[src/verilog/psel_consts.vh]
// Constants for the settings profile selector: offsets, fields, resets
`ifndef PSEL_CONSTS_VH
`define PSEL_CONSTS_VH

// ----------------------------------------------------------------
// Geometry
// ----------------------------------------------------------------
`define PSEL_NPROF          8
`define PSEL_IDX_W          3
`define PSEL_ADDR_W         8

// ----------------------------------------------------------------
// Register byte offsets
// ----------------------------------------------------------------
`define PSEL_OFS_CTRL       8'h00
`define PSEL_OFS_FORCE      8'h04
`define PSEL_OFS_REMOTE     8'h08
`define PSEL_OFS_STATUS     8'h0C
`define PSEL_OFS_FAIL       8'h10

// ----------------------------------------------------------------
// Field positions
// ----------------------------------------------------------------
`define PSEL_CTRL_USED_LSB  0
`define PSEL_CTRL_USED_MSB  2
`define PSEL_CTRL_OVR_BIT   4
`define PSEL_SEL_MSB        3
`define PSEL_ST_CFG_LSB     8
`define PSEL_ST_IDLE_BIT    16
`define PSEL_ST_HOLD_BIT    17
`define PSEL_ST_OVR_BIT     18
`define PSEL_FAIL_UNCFG_BIT 0
`define PSEL_FAIL_PRIO_BIT  1
`define PSEL_FAIL_FORCE_BIT 2

// ----------------------------------------------------------------
// Reset values and selector codes
// ----------------------------------------------------------------
`define PSEL_RST_USED       3'h0
`define PSEL_RST_ACTIVE     3'h0
`define PSEL_SEL_NONE       4'h0
`define PSEL_SEL_MAX        4'h8

`endif

[src/verilog/psel_sync_edge.v]
// Two-flop synchroniser with rising edge detect for a group of pins
`timescale 1ns/10ps
module psel_sync_edge #(
    parameter W = 8
) (
    // Clock and reset
    input  wire         mclk,
    input  wire         sys_rst,
    // Pins in
    input  wire [W-1:0] pin_in,
    // Synchronised level and rising edge
    output wire [W-1:0] level,
    output wire [W-1:0] rise
);
    reg [W-1:0] meta;
    reg [W-1:0] sync;
    reg [W-1:0] last;

    // First stage feeds only the second; edge uses stages two and three
    always @(posedge mclk) begin
        if (sys_rst) begin
            meta <= {W{1'b0}};
            sync <= {W{1'b0}};
            last <= {W{1'b0}};
        end else begin
            meta <= pin_in;
            sync <= meta;
            last <= sync;
        end
    end

    assign level = sync;
    assign rise  = sync & ~last;
endmodule

[src/verilog/psel_prienc.v]
// Priority encoder, bit 0 is the highest priority
`timescale 1ns/10ps
module psel_prienc #(
    parameter W  = 8,
    parameter IW = 3
) (
    // Request vector in
    input  wire [W-1:0]  vec,
    // Winner out
    output reg           valid,
    output reg  [IW-1:0] idx
);
    integer i;

    // Scan from lowest priority up so the lowest set bit wins last
    always @* begin
        valid = 1'b0;
        idx   = {IW{1'b0}};
        for (i = W - 1; i >= 0; i = i - 1) begin
            if (vec[i]) begin
                valid = 1'b1;
                idx   = i[IW-1:0];
            end
        end
    end
endmodule

[src/verilog/psel_selector.v]
// Settings profile selector: request resolution, override and registers
//
// Overview of operation
// - Eight profiles, exactly one always active
// - Reset: profile one only, selection idle
// - Several configured: requests decide active profile
// - Every profile has its own request input
// - Request may be pulse or static level
// - Fixed priority, profile one highest wins
// - Two static levels: higher priority active
// - Pulse choice stays until another request
// - Static level blocks lower requests; eight blocks none
// - Override enable suspends automatic selection
// - Forced change needs configured target and override
// - Force selector: none or one to eight
// - Forced choice acts like pulse, persists
// - Static levels resume control once override clears
// - Contiguous configured range; new profiles load defaults
// - Remote request refused below held profile
// - Active profile reported as one to eight
// - Fail flag for unconfigured profile request
// - Fail flag for priority refused request
//
// Design decisions made here: the address map and the strobed register port.
`timescale 1ns/10ps
`include "psel_consts.vh"
module psel_selector (
    // Clock and reset
    input  wire        mclk,
    input  wire        sys_rst,
    // Profile request pins, bit 0 is profile_one
    input  wire [7:0]  req_pin,
    // Register port
    input  wire [7:0]  reg_addr,
    input  wire [31:0] reg_wdata,
    input  wire        reg_wr,
    input  wire        reg_rd,
    output reg  [31:0] reg_rdata,
    // Active profile, code 0 is profile_one
    output reg  [2:0]  active_profile,
    output reg  [7:0]  profile_active,
    // Failure indications, sticky
    output reg         fail_unconfigured,
    output reg         fail_priority,
    output reg         fail_force,
    // One-cycle strobe: load default values into newly configured profiles
    output reg  [7:0]  profile_defaults_load
);
    // ----------------------------------------------------------------
    // Declarations
    // ----------------------------------------------------------------
    reg  [2:0] used_last;
    reg        override_enable;
    reg  [3:0] force_sel;
    reg  [3:0] remote_sel;
    reg        force_evt;
    reg        remote_evt;
    reg  [7:0] prev_cfg;

    wire [7:0] req_level;
    wire [7:0] req_rise;
    wire       hold_valid;
    wire [2:0] hold_idx;
    wire       win_valid;
    wire [2:0] win_idx;

    reg  [7:0] cfg_mask;
    reg  [7:0] lower_mask;
    reg  [7:0] remote_hot;
    reg  [7:0] cand;
    reg  [2:0] remote_idx;
    reg  [2:0] force_idx;
    reg        remote_cfg;
    reg        remote_low;
    reg        remote_ok;
    reg        force_ok;
    reg        set_uncfg;
    reg        set_prio;
    reg        set_force;
    reg  [2:0] next_active;
    reg  [7:0] next_onehot;
    reg  [31:0] next_rdata;

    wire       wr_ctrl;
    wire       wr_force;
    wire       wr_remote;
    wire       wr_fail;
    wire       sel_legal;

    integer i;
    integer j;

    // ----------------------------------------------------------------
    // Request inputs
    // ----------------------------------------------------------------

    // Pins come from outside logic and are synchronised before use
    psel_sync_edge #(
        .W (8)
    ) u_sync (
        .mclk    (mclk),
        .sys_rst (sys_rst),
        .pin_in  (req_pin),
        .level   (req_level),
        .rise    (req_rise)
    );

    // ----------------------------------------------------------------
    // Register decode
    // ----------------------------------------------------------------

    // Plain strobes; the slave never stalls
    assign wr_ctrl   = reg_wr && (reg_addr == `PSEL_OFS_CTRL);
    assign wr_force  = reg_wr && (reg_addr == `PSEL_OFS_FORCE);
    assign wr_remote = reg_wr && (reg_addr == `PSEL_OFS_REMOTE);
    assign wr_fail   = reg_wr && (reg_addr == `PSEL_OFS_FAIL);

    // Selector codes above eight are dropped without effect
    assign sel_legal = (reg_wdata[`PSEL_SEL_MSB:0] <= `PSEL_SEL_MAX);

    // Software settings and one-cycle request events
    always @(posedge mclk) begin
        if (sys_rst) begin
            used_last       <= `PSEL_RST_USED;
            override_enable <= 1'b0;
            force_sel       <= `PSEL_SEL_NONE;
            remote_sel      <= `PSEL_SEL_NONE;
            force_evt       <= 1'b0;
            remote_evt      <= 1'b0;
        end else begin
            force_evt  <= 1'b0;
            remote_evt <= 1'b0;
            if (wr_ctrl) begin
                used_last       <= reg_wdata[`PSEL_CTRL_USED_MSB:`PSEL_CTRL_USED_LSB];
                override_enable <= reg_wdata[`PSEL_CTRL_OVR_BIT];
            end
            if (wr_force && sel_legal) begin
                force_sel <= reg_wdata[`PSEL_SEL_MSB:0];
                force_evt <= (reg_wdata[`PSEL_SEL_MSB:0] != `PSEL_SEL_NONE);
            end
            if (wr_remote && sel_legal) begin
                remote_sel <= reg_wdata[`PSEL_SEL_MSB:0];
                remote_evt <= (reg_wdata[`PSEL_SEL_MSB:0] != `PSEL_SEL_NONE);
            end
        end
    end

    // ----------------------------------------------------------------
    // Configured range
    // ----------------------------------------------------------------

    // Contiguous range from profile_one up to used_last
    always @* begin
        for (i = 0; i < 8; i = i + 1) begin
            cfg_mask[i] = (i[2:0] <= used_last);
        end
    end

    // Highest priority static level among configured profiles holds
    psel_prienc #(
        .W  (8),
        .IW (3)
    ) u_hold (
        .vec   (req_level & cfg_mask),
        .valid (hold_valid),
        .idx   (hold_idx)
    );

    // ----------------------------------------------------------------
    // Remote and forced targets
    // ----------------------------------------------------------------

    // Codes 1..8 map to index 0..7; events only fire for non-zero codes
    always @* begin
        remote_idx = remote_sel[2:0] - 3'h1;
        force_idx  = force_sel[2:0] - 3'h1;
        remote_cfg = cfg_mask[remote_idx];
        // Lower priority than a held profile cannot be taken remotely
        remote_low = hold_valid && (remote_idx > hold_idx);
        remote_ok  = remote_evt && !override_enable && remote_cfg && !remote_low;
        force_ok   = force_evt && override_enable && cfg_mask[force_idx];
        remote_hot = 8'h00;
        if (remote_ok) begin
            remote_hot[remote_idx] = 1'b1;
        end
    end

    // ----------------------------------------------------------------
    // Candidate requests
    // ----------------------------------------------------------------

    // Pins request every cycle they are high, pulses included, since rise is a subset of level;
    // unconfigured inputs are masked out and so never move the profile
    always @* begin
        cand = ((req_rise | req_level) & cfg_mask) | remote_hot;
    end

    // One encoder resolves all candidates, profile_one first
    psel_prienc #(
        .W  (8),
        .IW (3)
    ) u_win (
        .vec   (cand),
        .valid (win_valid),
        .idx   (win_idx)
    );

    // ----------------------------------------------------------------
    // Next active profile
    // ----------------------------------------------------------------

    // Priority: idle, shrink fallback, override, automatic, keep
    always @* begin
        next_active = active_profile;
        if (used_last == 3'h0) begin
            next_active = 3'h0;
        end else if (!cfg_mask[active_profile]) begin
            // Active profile dropped out of range: fall back to profile_one
            next_active = 3'h0;
        end else if (override_enable) begin
            if (force_ok) begin
                next_active = force_idx;
            end
        end else if (win_valid) begin
            // Level requests win again as soon as override clears
            next_active = win_idx;
        end
        next_onehot = 8'h00;
        next_onehot[next_active] = 1'b1;
    end

    // ----------------------------------------------------------------
    // Failure causes
    // ----------------------------------------------------------------

    // Pulses below a held profile are refused, profile_eight holds none
    always @* begin
        for (j = 0; j < 8; j = j + 1) begin
            lower_mask[j] = hold_valid && (j[2:0] > hold_idx);
        end
    end

    // Refused requests leave a sticky flag behind, except pin and remote requests while override is set
    always @* begin
        set_uncfg = 1'b0;
        set_prio  = 1'b0;
        set_force = 1'b0;
        if (!override_enable) begin
            if (|(req_rise & ~cfg_mask)) begin
                set_uncfg = 1'b1;
            end
            if (remote_evt && !remote_cfg) begin
                set_uncfg = 1'b1;
            end
            if (|(req_rise & cfg_mask & lower_mask)) begin
                set_prio = 1'b1;
            end
            if (remote_evt && remote_cfg && remote_low) begin
                set_prio = 1'b1;
            end
            if (force_evt) begin
                set_force = 1'b1;
            end
        end else if (force_evt && !cfg_mask[force_idx]) begin
            set_uncfg = 1'b1;
        end
    end

    // ----------------------------------------------------------------
    // State registers
    // ----------------------------------------------------------------

    // Active profile held encoded, plus its one-hot copy
    always @(posedge mclk) begin
        if (sys_rst) begin
            active_profile <= `PSEL_RST_ACTIVE;
            profile_active <= 8'h01;
        end else begin
            active_profile <= next_active;
            profile_active <= next_onehot;
        end
    end

    // Sticky failures; a new cause beats a clear in the same cycle
    always @(posedge mclk) begin
        if (sys_rst) begin
            fail_unconfigured <= 1'b0;
            fail_priority     <= 1'b0;
            fail_force        <= 1'b0;
        end else begin
            fail_unconfigured <= set_uncfg |
                (fail_unconfigured & ~(wr_fail & reg_wdata[`PSEL_FAIL_UNCFG_BIT]));
            fail_priority     <= set_prio |
                (fail_priority & ~(wr_fail & reg_wdata[`PSEL_FAIL_PRIO_BIT]));
            fail_force        <= set_force |
                (fail_force & ~(wr_fail & reg_wdata[`PSEL_FAIL_FORCE_BIT]));
        end
    end

    // Newly configured profiles get a one-cycle default load strobe
    always @(posedge mclk) begin
        if (sys_rst) begin
            prev_cfg              <= 8'h01;
            profile_defaults_load <= 8'h00;
        end else begin
            prev_cfg              <= cfg_mask;
            profile_defaults_load <= cfg_mask & ~prev_cfg;
        end
    end

    // ----------------------------------------------------------------
    // Read path
    // ----------------------------------------------------------------

    // Read data stand only in the cycle after the strobe
    always @* begin
        next_rdata = 32'h0000_0000;
        if (reg_rd) begin
            case (reg_addr)
                `PSEL_OFS_CTRL: begin
                    next_rdata[`PSEL_CTRL_USED_MSB:`PSEL_CTRL_USED_LSB] = used_last;
                    next_rdata[`PSEL_CTRL_OVR_BIT] = override_enable;
                end
                `PSEL_OFS_FORCE: begin
                    next_rdata[`PSEL_SEL_MSB:0] = force_sel;
                end
                `PSEL_OFS_REMOTE: begin
                    next_rdata[`PSEL_SEL_MSB:0] = remote_sel;
                end
                `PSEL_OFS_STATUS: begin
                    // Reported as 1..8 for software
                    next_rdata[`PSEL_SEL_MSB:0] = {1'b0, active_profile} + 4'h1;
                    next_rdata[`PSEL_ST_CFG_LSB+7:`PSEL_ST_CFG_LSB] = cfg_mask;
                    next_rdata[`PSEL_ST_IDLE_BIT] = (used_last == 3'h0);
                    next_rdata[`PSEL_ST_HOLD_BIT] = hold_valid;
                    next_rdata[`PSEL_ST_OVR_BIT]  = override_enable;
                end
                `PSEL_OFS_FAIL: begin
                    next_rdata[`PSEL_FAIL_UNCFG_BIT] = fail_unconfigured;
                    next_rdata[`PSEL_FAIL_PRIO_BIT]  = fail_priority;
                    next_rdata[`PSEL_FAIL_FORCE_BIT] = fail_force;
                end
                default: begin
                    next_rdata = 32'h0000_0000;
                end
            endcase
        end
    end

    // Registered read data, zero when no read was made
    always @(posedge mclk) begin
        if (sys_rst) begin
            reg_rdata <= 32'h0000_0000;
        end else begin
            reg_rdata <= next_rdata;
        end
    end
endmodule

[config.mk]
export PLATFORM = sky130hd
export DESIGN_NAME = psel_selector
export DESIGN_NICKNAME = d
export VERILOG_FILES = /design/src/verilog/psel_sync_edge.v /design/src/verilog/psel_prienc.v /design/src/verilog/psel_selector.v
export VERILOG_INCLUDE_DIRS = /design/src /design/src/verilog
export SDC_FILE = /design/constraint.sdc
export NUM_CORES = 1
export LEC_CHECK = 0
export ABC_CLOCK_PERIOD_IN_PS = 3910
export BUFFER_PORTS_ARGS = -buffer_cell sky130_fd_sc_hd__buf_2
export CORE_AREA = 5 5 103 105
export DETAILED_ROUTE_END_ITERATION = 10
export DIE_AREA = 0 0 108 110
export PLACE_DENSITY = 0.6
export SYNTH_ARGS = -nofsm -noshare
export SYNTH_HDL_FRONTEND = slang
export SYNTH_SLANG_ARGS = --single-unit
[constraint.sdc]
create_clock -name mclk -period 3.91 [get_ports mclk]
set_input_delay 0.782 -clock mclk [delete_from_list [all_inputs] [get_ports mclk]]
set_output_delay 0.782 -clock mclk [all_outputs]
set_load 0.005 [all_outputs]
# After elaboration in Yosys (flattened, before gate mapping)
# Cells that the tools add are included.
# W data, S select, Z words.
[word_totals]
regBits = 100
latchBits = 0
mem_bits_rw = 0
mem_bits_ro = 0
in_bits = 52
output_inout_bits = 54
mem_count = 0
[classes]
add_sub_neg = 3
mul = 0
div = 0
magnitude_cmp = 24
n_eq_ne = 4
shifts = 0
mux = 59
bitwise_logic = 29
reduce_logical = 40
[ops]
columns = ["operator", "count"]
rows = [
  ["$mux W3", 21],
  ["$and A8 B8 Y8", 7],
  ["$mux W1", 30],
  ["$logic_and A1 B1 Y1", 26],
  ["$not A8 Y8", 3],
  ["$eq A8 B4 Y1 const B", 2],
  ["$lt A3 B4 Y1 const B", 4],
  ["$or A8 B8 Y8", 2],
  ["$reduce_or A8 Y1", 2],
  ["$pmux W3 S5", 1],
  ["$gt A3 B3 Y1 const A", 4],
  ["$le A3 B3 Y1 const A", 4],
  ["$bmux W1 S3", 3],
  ["$eq A8 B3 Y1 const B", 1],
  ["$eq A8 B5 Y1 const B", 1],
  ["$logic_not A8 Y1", 1],
  ["$mux W8", 1],
  ["$not A1 Y1", 8],
  ["$and A1 B1 Y1", 6],
  ["$demux W1 S3", 2],
  ["$ge A3 B1 Y1 const B", 2],
  ["$gt A1 B3 Y1 const A", 2],
  ["$gt A2 B3 Y1 const A", 2],
  ["$le A1 B3 Y1 const A", 2],
  ["other kinds (12)", 22],
]

# Longest topological paths before layout
[logic_depth]
word_depth = 32
mapped_depth = 15

# By module
# Synthesis repeated with hierarchy kept, for this count alone.
[unflattened]
hier_cells = 439
hier_area_um2 = 3948.8
[by_module_without_submodules]
columns = ["mod", "instances", "cells_each", "area_each_um2"]
rows = [
  ["psel_selector", 1, 355, 3045.4],
  ["psel_sync_edge", 1, 58, 743.2],
  ["psel_prienc", 2, 13, 80.1],
]

# Worst setup path before layout
# No wires, ideal clock.
[synth_timing]
kind = "reg2reg"
startpoint = "reg used_last[1]"
endpoint = "reg profile_active[1]"
arrival_time_ps = 3127
required_ps = 3837
setup_slack_ps = 710
path_stages_with_launch = 16
period_less_slack_ps = 3200
path_cell_list = "dfxtp_1 > buf_2 > clkbuf_1 > nand2_1 > a2111oi_0 > o21ai_0 > inv_1 > ha_1 > inv_1 > a211oi_1 > nor2_1 > a211o_1 > o2111ai_1 > nor2_1 > a21oi_4 > nor3b_2"
[synth_via]
elab_chain_len = 32
[synth_lines]
columns = ["item", "line", "source"]
rows = [
  ["start: declaration", "psel_selector.v:52", "reg [2:0] used_last;"],
  ["start signal: assignment", "psel_selector.v:124", "used_last <= `PSEL_RST_USED;"],
  ["start signal: assignment", "psel_selector.v:134", "used_last <= reg_wdata[`PSEL_CTRL_USED_MSB:`PSEL_CTRL_USED_LSB];"],
  ["$le A3 B3 Y1", "psel_selector.v:155", "cfg_mask[i] = (i[2:0] <= used_last);"],
  ["$and A8 B8 Y8", "psel_selector.v:164", ".vec (req_level & cfg_mask),"],
  ["$mux W3 (8 in a row)", "psel_prienc.v:20", "if (vec[i]) begin"],
  ["$gt A3 B3 Y1", "psel_selector.v:179", "remote_low = hold_valid && (remote_idx > hold_idx);"],
  ["$logic_and A1 B1 Y1", "psel_selector.v:179", ""],
  ["$logic_not A1 Y1", "psel_selector.v:180", "remote_ok = remote_evt && !override_enable && remote_cfg && !remote_low;"],
  ["$logic_and A1 B1 Y1", "psel_selector.v:180", ""],
  ["$mux W8", "psel_selector.v:183", "if (remote_ok) begin"],
  ["[... 9 more ...]", "-", ""],
  ["$mux W3", "psel_selector.v:224", "end else if (win_valid) begin"],
  ["$mux W3", "psel_selector.v:220", "end else if (override_enable) begin"],
  ["$mux W3", "psel_selector.v:217", "end else if (!cfg_mask[active_profile]) begin"],
  ["$mux W3 (*)", "psel_selector.v:215", "if (used_last == 3'h0) begin"],
  ["$lt A3 B4 Y1 (not written as such) / $ge A3 B1 Y1 (equally long branches)", "psel_selector.v:229", "next_onehot[next_active] = 1'b1;"],
  ["$logic_and A1 B1 Y1 (not written as such)", "psel_selector.v:229", ""],
  ["$mux W1 (not written as such)", "psel_selector.v:229", ""],
  ["$demux W1 S3 (*)", "psel_selector.v:229", ""],
  ["end signal: assignment", "psel_selector.v:280", "profile_active <= next_onehot;"],
  ["end: declaration", "psel_selector.v:41", "output reg [7:0] profile_active,"],
]
# Every way passes the cells marked *; elsewhere a longest branch is shown, timed or not. The select of a mux whose other input is x is not followed.
# A chain may end at the register's enable or synchronous reset.

# Worst setup path in the final report
[layout_timing]
startpoint = "reg used_last[0]"
endpoint = "reg profile_active[1]"
# The elaborated chain is that of the path after synthesis.

==> metrics.cfg <==
[placement]
port_buffers=62
hpwl_um=7050
post-place-ws_ns=0.401
gp_congestion=0.891

[sta]
finalCritPeriodShare_pct=91.1
hold_viol=0
slew_violations=0
max_slew_margin_pct=45.4
fmax_mhz=281
finalCriticalPeriod_ns=3.56
fin_setup_tns_ns=0
setup_ws_ns=0.347
rsz0062_at_grt=false
setup_violations=0
whs_ns=0.387
tightest_slew_ns=0.813
finClkSkew_ns=0.0143

[detailed_routing]
route.detailed.drc=0
dr.pass1.iters=6
vias=3220
ant_nets=0
wirelength_um=9510
drt_iter0_drc=203
viasPerCell=5.05
wl_per_cell_um=14.9

[synthesis]
ys_warn_count=0
synth_edf_count=0
synth_top_area_cell=dfxtp_1
synthesis.area_sq_um=3750
synth_area_leaders=dfxtp_1, nor2b_1, nor2_1
yosysSeqAreaShare_pct=44.3
synth_top_flop_cell=dfxtp_1
synth_area_per_cell_sq_um=8.62
synth_top_area_share_pct=44.3
syn_inst=435
synth.distinct_cells=61
ys_ff_latch=83
ys_async_sr_fraction_pct=0

[final_layout]
antenna_cells=0
final_nets=558
register_area_sq_um=1660
fillers=988
layout_common_cells=dfxtp_1, buf_2, nor2_1
final_util_pct=46.0
multi_input_area_sq_um=1850
final_common_cell=dfxtp_1
syn_to_final_growth_pct=17.1
final_layout_size_suffix_gt1_share_pct=20.6

[status]
status=completed

[die]
core_region_area_sq_um=9550
initial_core_util_pct=39.3
io_pins=106
die_y_um=110
dieArea_sq_um=11900
rows=36
die_w_um=108

[setup_path]
path_buf_inv=0
crit_slowest_cell=dfxtp_1
cpMostUsedCell=nor2_1
crit_chain=nor2_1 > o21ai_1 > nor3_1 > o21ai_0 > ha_1 > a211oi_1 > nor2_1 > a211o_1 > o2111ai_1 > nor2_1 > a21oi_4 > nor3b_2
path_delay_family=compound AO/OA/AOI/OAI gates
cp_max_fo=15
cpPeakStageDelay_ns=0.74
start_kind=flip-flop
critPathKind=reg2reg
worstSetupEndpointType=flip-flop
cp.required_ns=4.20
critPathArrivalTime_ns=3.85

[cts]
cts.repair.resized=0
post_cts_buffers=0
cts.clk_slew.worst_paths_ns=0.09
clock_sinks=83
cts_buffers=9
holdBufCountCts=0
clock_path_buffers=2
clockRootBuffer=clkbuf_8
cts_tree=yes
clk_latency_ns=0.36
htreeDepth=3

[power]
p_comb_share_pct=4.4
clock_power_share_pct=40.2
p_sw_uw=360
p_int_mw=1.20
power_mw=1.56
p_leak_nw=1.79
p_sw_share_pct=23.1
peakVddDrop_uv=173
power_frac_seq_pct=55.4
p_per_area_nw_per_um2=355

[run]
max_cap_viol_count=0

[grt]
grt.total_usage_pct=16.3
grt.overflow.total=0
grt_pass1_wl_um=15200
antenna_found_initial=0
grt_max_degree=41
grt_pass1_vias=3061

[min_path]
hp-class=reg2reg

==> layout make-up <==
cell class / instances / share of cell area [%]
inverters: 19 / 1.62
repair buffers: 79 / 9.97
clock inverters: 5 / 1.37
well taps: 133 / 3.79
flip-flops and latches: 83 / 37.8
clock buffers: 11 / 3.22
multi-input cells: 308 / 42.2
==> state kept, by name, summed over array words and instances (netlist names) <==
register	flops
remote_evt	1
active_profile	3
reg_rdata	16
u_sync.last	7
prev_cfg	8
used_last	3
override_enable	1
fail_force	1
fail_unconfigured	1
remote_sel	4
profile_defaults_load	8
fail_priority	1
u_sync.meta	8
profile_active	8
force_sel	4
force_evt	1
u_sync.level	8
==> power by group through the flow <==
stage          logic [mW]  clock network [mW]  registers (mW)
3_3_place_gp       0.0661                   0           0.884
5_1_grt            0.0766               0.676           0.866
2_1_floorplan      0.0525                   0           0.882
3_5_place_dp       0.0674                   0           0.885
4_1_cts            0.0675               0.643           0.865
6_report           0.0679               0.628           0.865
==> through the flow <==
step,cells,area [sq um]
after floorplan,450,3800
after global placement,622,4190
after detailed placement,622,4190
after CTS,638,4390
after global routing,638,4390
final,638,4390
==> kinds of logic after synthesis <==
group                      count (synthesis)  synth area share [%]
DFF                                       83                  44.3
AOI/OAI and AO/OA                         90                  17.3
xor gates and xnor gates                   3                 0.701
buffers and inverters                     59                  7.78
adders and majority gates                  7                  2.27
other                                      2                 0.200
muxes                                      9                  2.40
and+or+nand+nor                          182                  25.0
==> path summary, 6_finish.rpt <==
| kind | slack (ns) | end | cells past startpoint | start |
|---|---|---|---|---|
| worst min register to register | 0.39 | profile_defaults_load[6] | 1 | prev_cfg[6] |
| worst max register to register | 0.35 | profile_active[1] | 12 | used_last[0] |
| worst min-delay path | 0.39 | profile_defaults_load[6] | 1 | prev_cfg[6] |
| worst max-delay path | 0.35 | profile_active[1] | 12 | used_last[0] |
==> worst register-to-register path: cells and delay by family, from the launching register on <==
family | cells | cell delay [ns]
AO/OA/AOI/OAI | 6 | 1.74
adder cells (fa/ha/maj) | 1 | 0.31
flip-flops | 1 | 0.74
AND/OR/NAND/NOR | 5 | 0.71
==> synth_stat cells (6+ instances only) <==
library cell,count
nor2b_1,32
dfxtp_1,83
clkbuf_1,20
nand2_1,30
nand3_1,13
buf_4,16
o21ai_0,18
ha_1,6
mux2i_1,9
inv_1,19
nor2_1,46
nor3_1,19
nand2b_1,8
nor4_1,6
a21oi_1,16
and2_1,10
==> layer usage <==
layer	global-route usage, %	share of wire, %	vias up
met5	0	0	-
met3	3.20	4.7	10
met4	6.40	1.7	0
met2	26.6	47	87
li1	-	-	1612
met1	21.4	47	1511
Note: power is estimated with default switching activity, not from simulation.
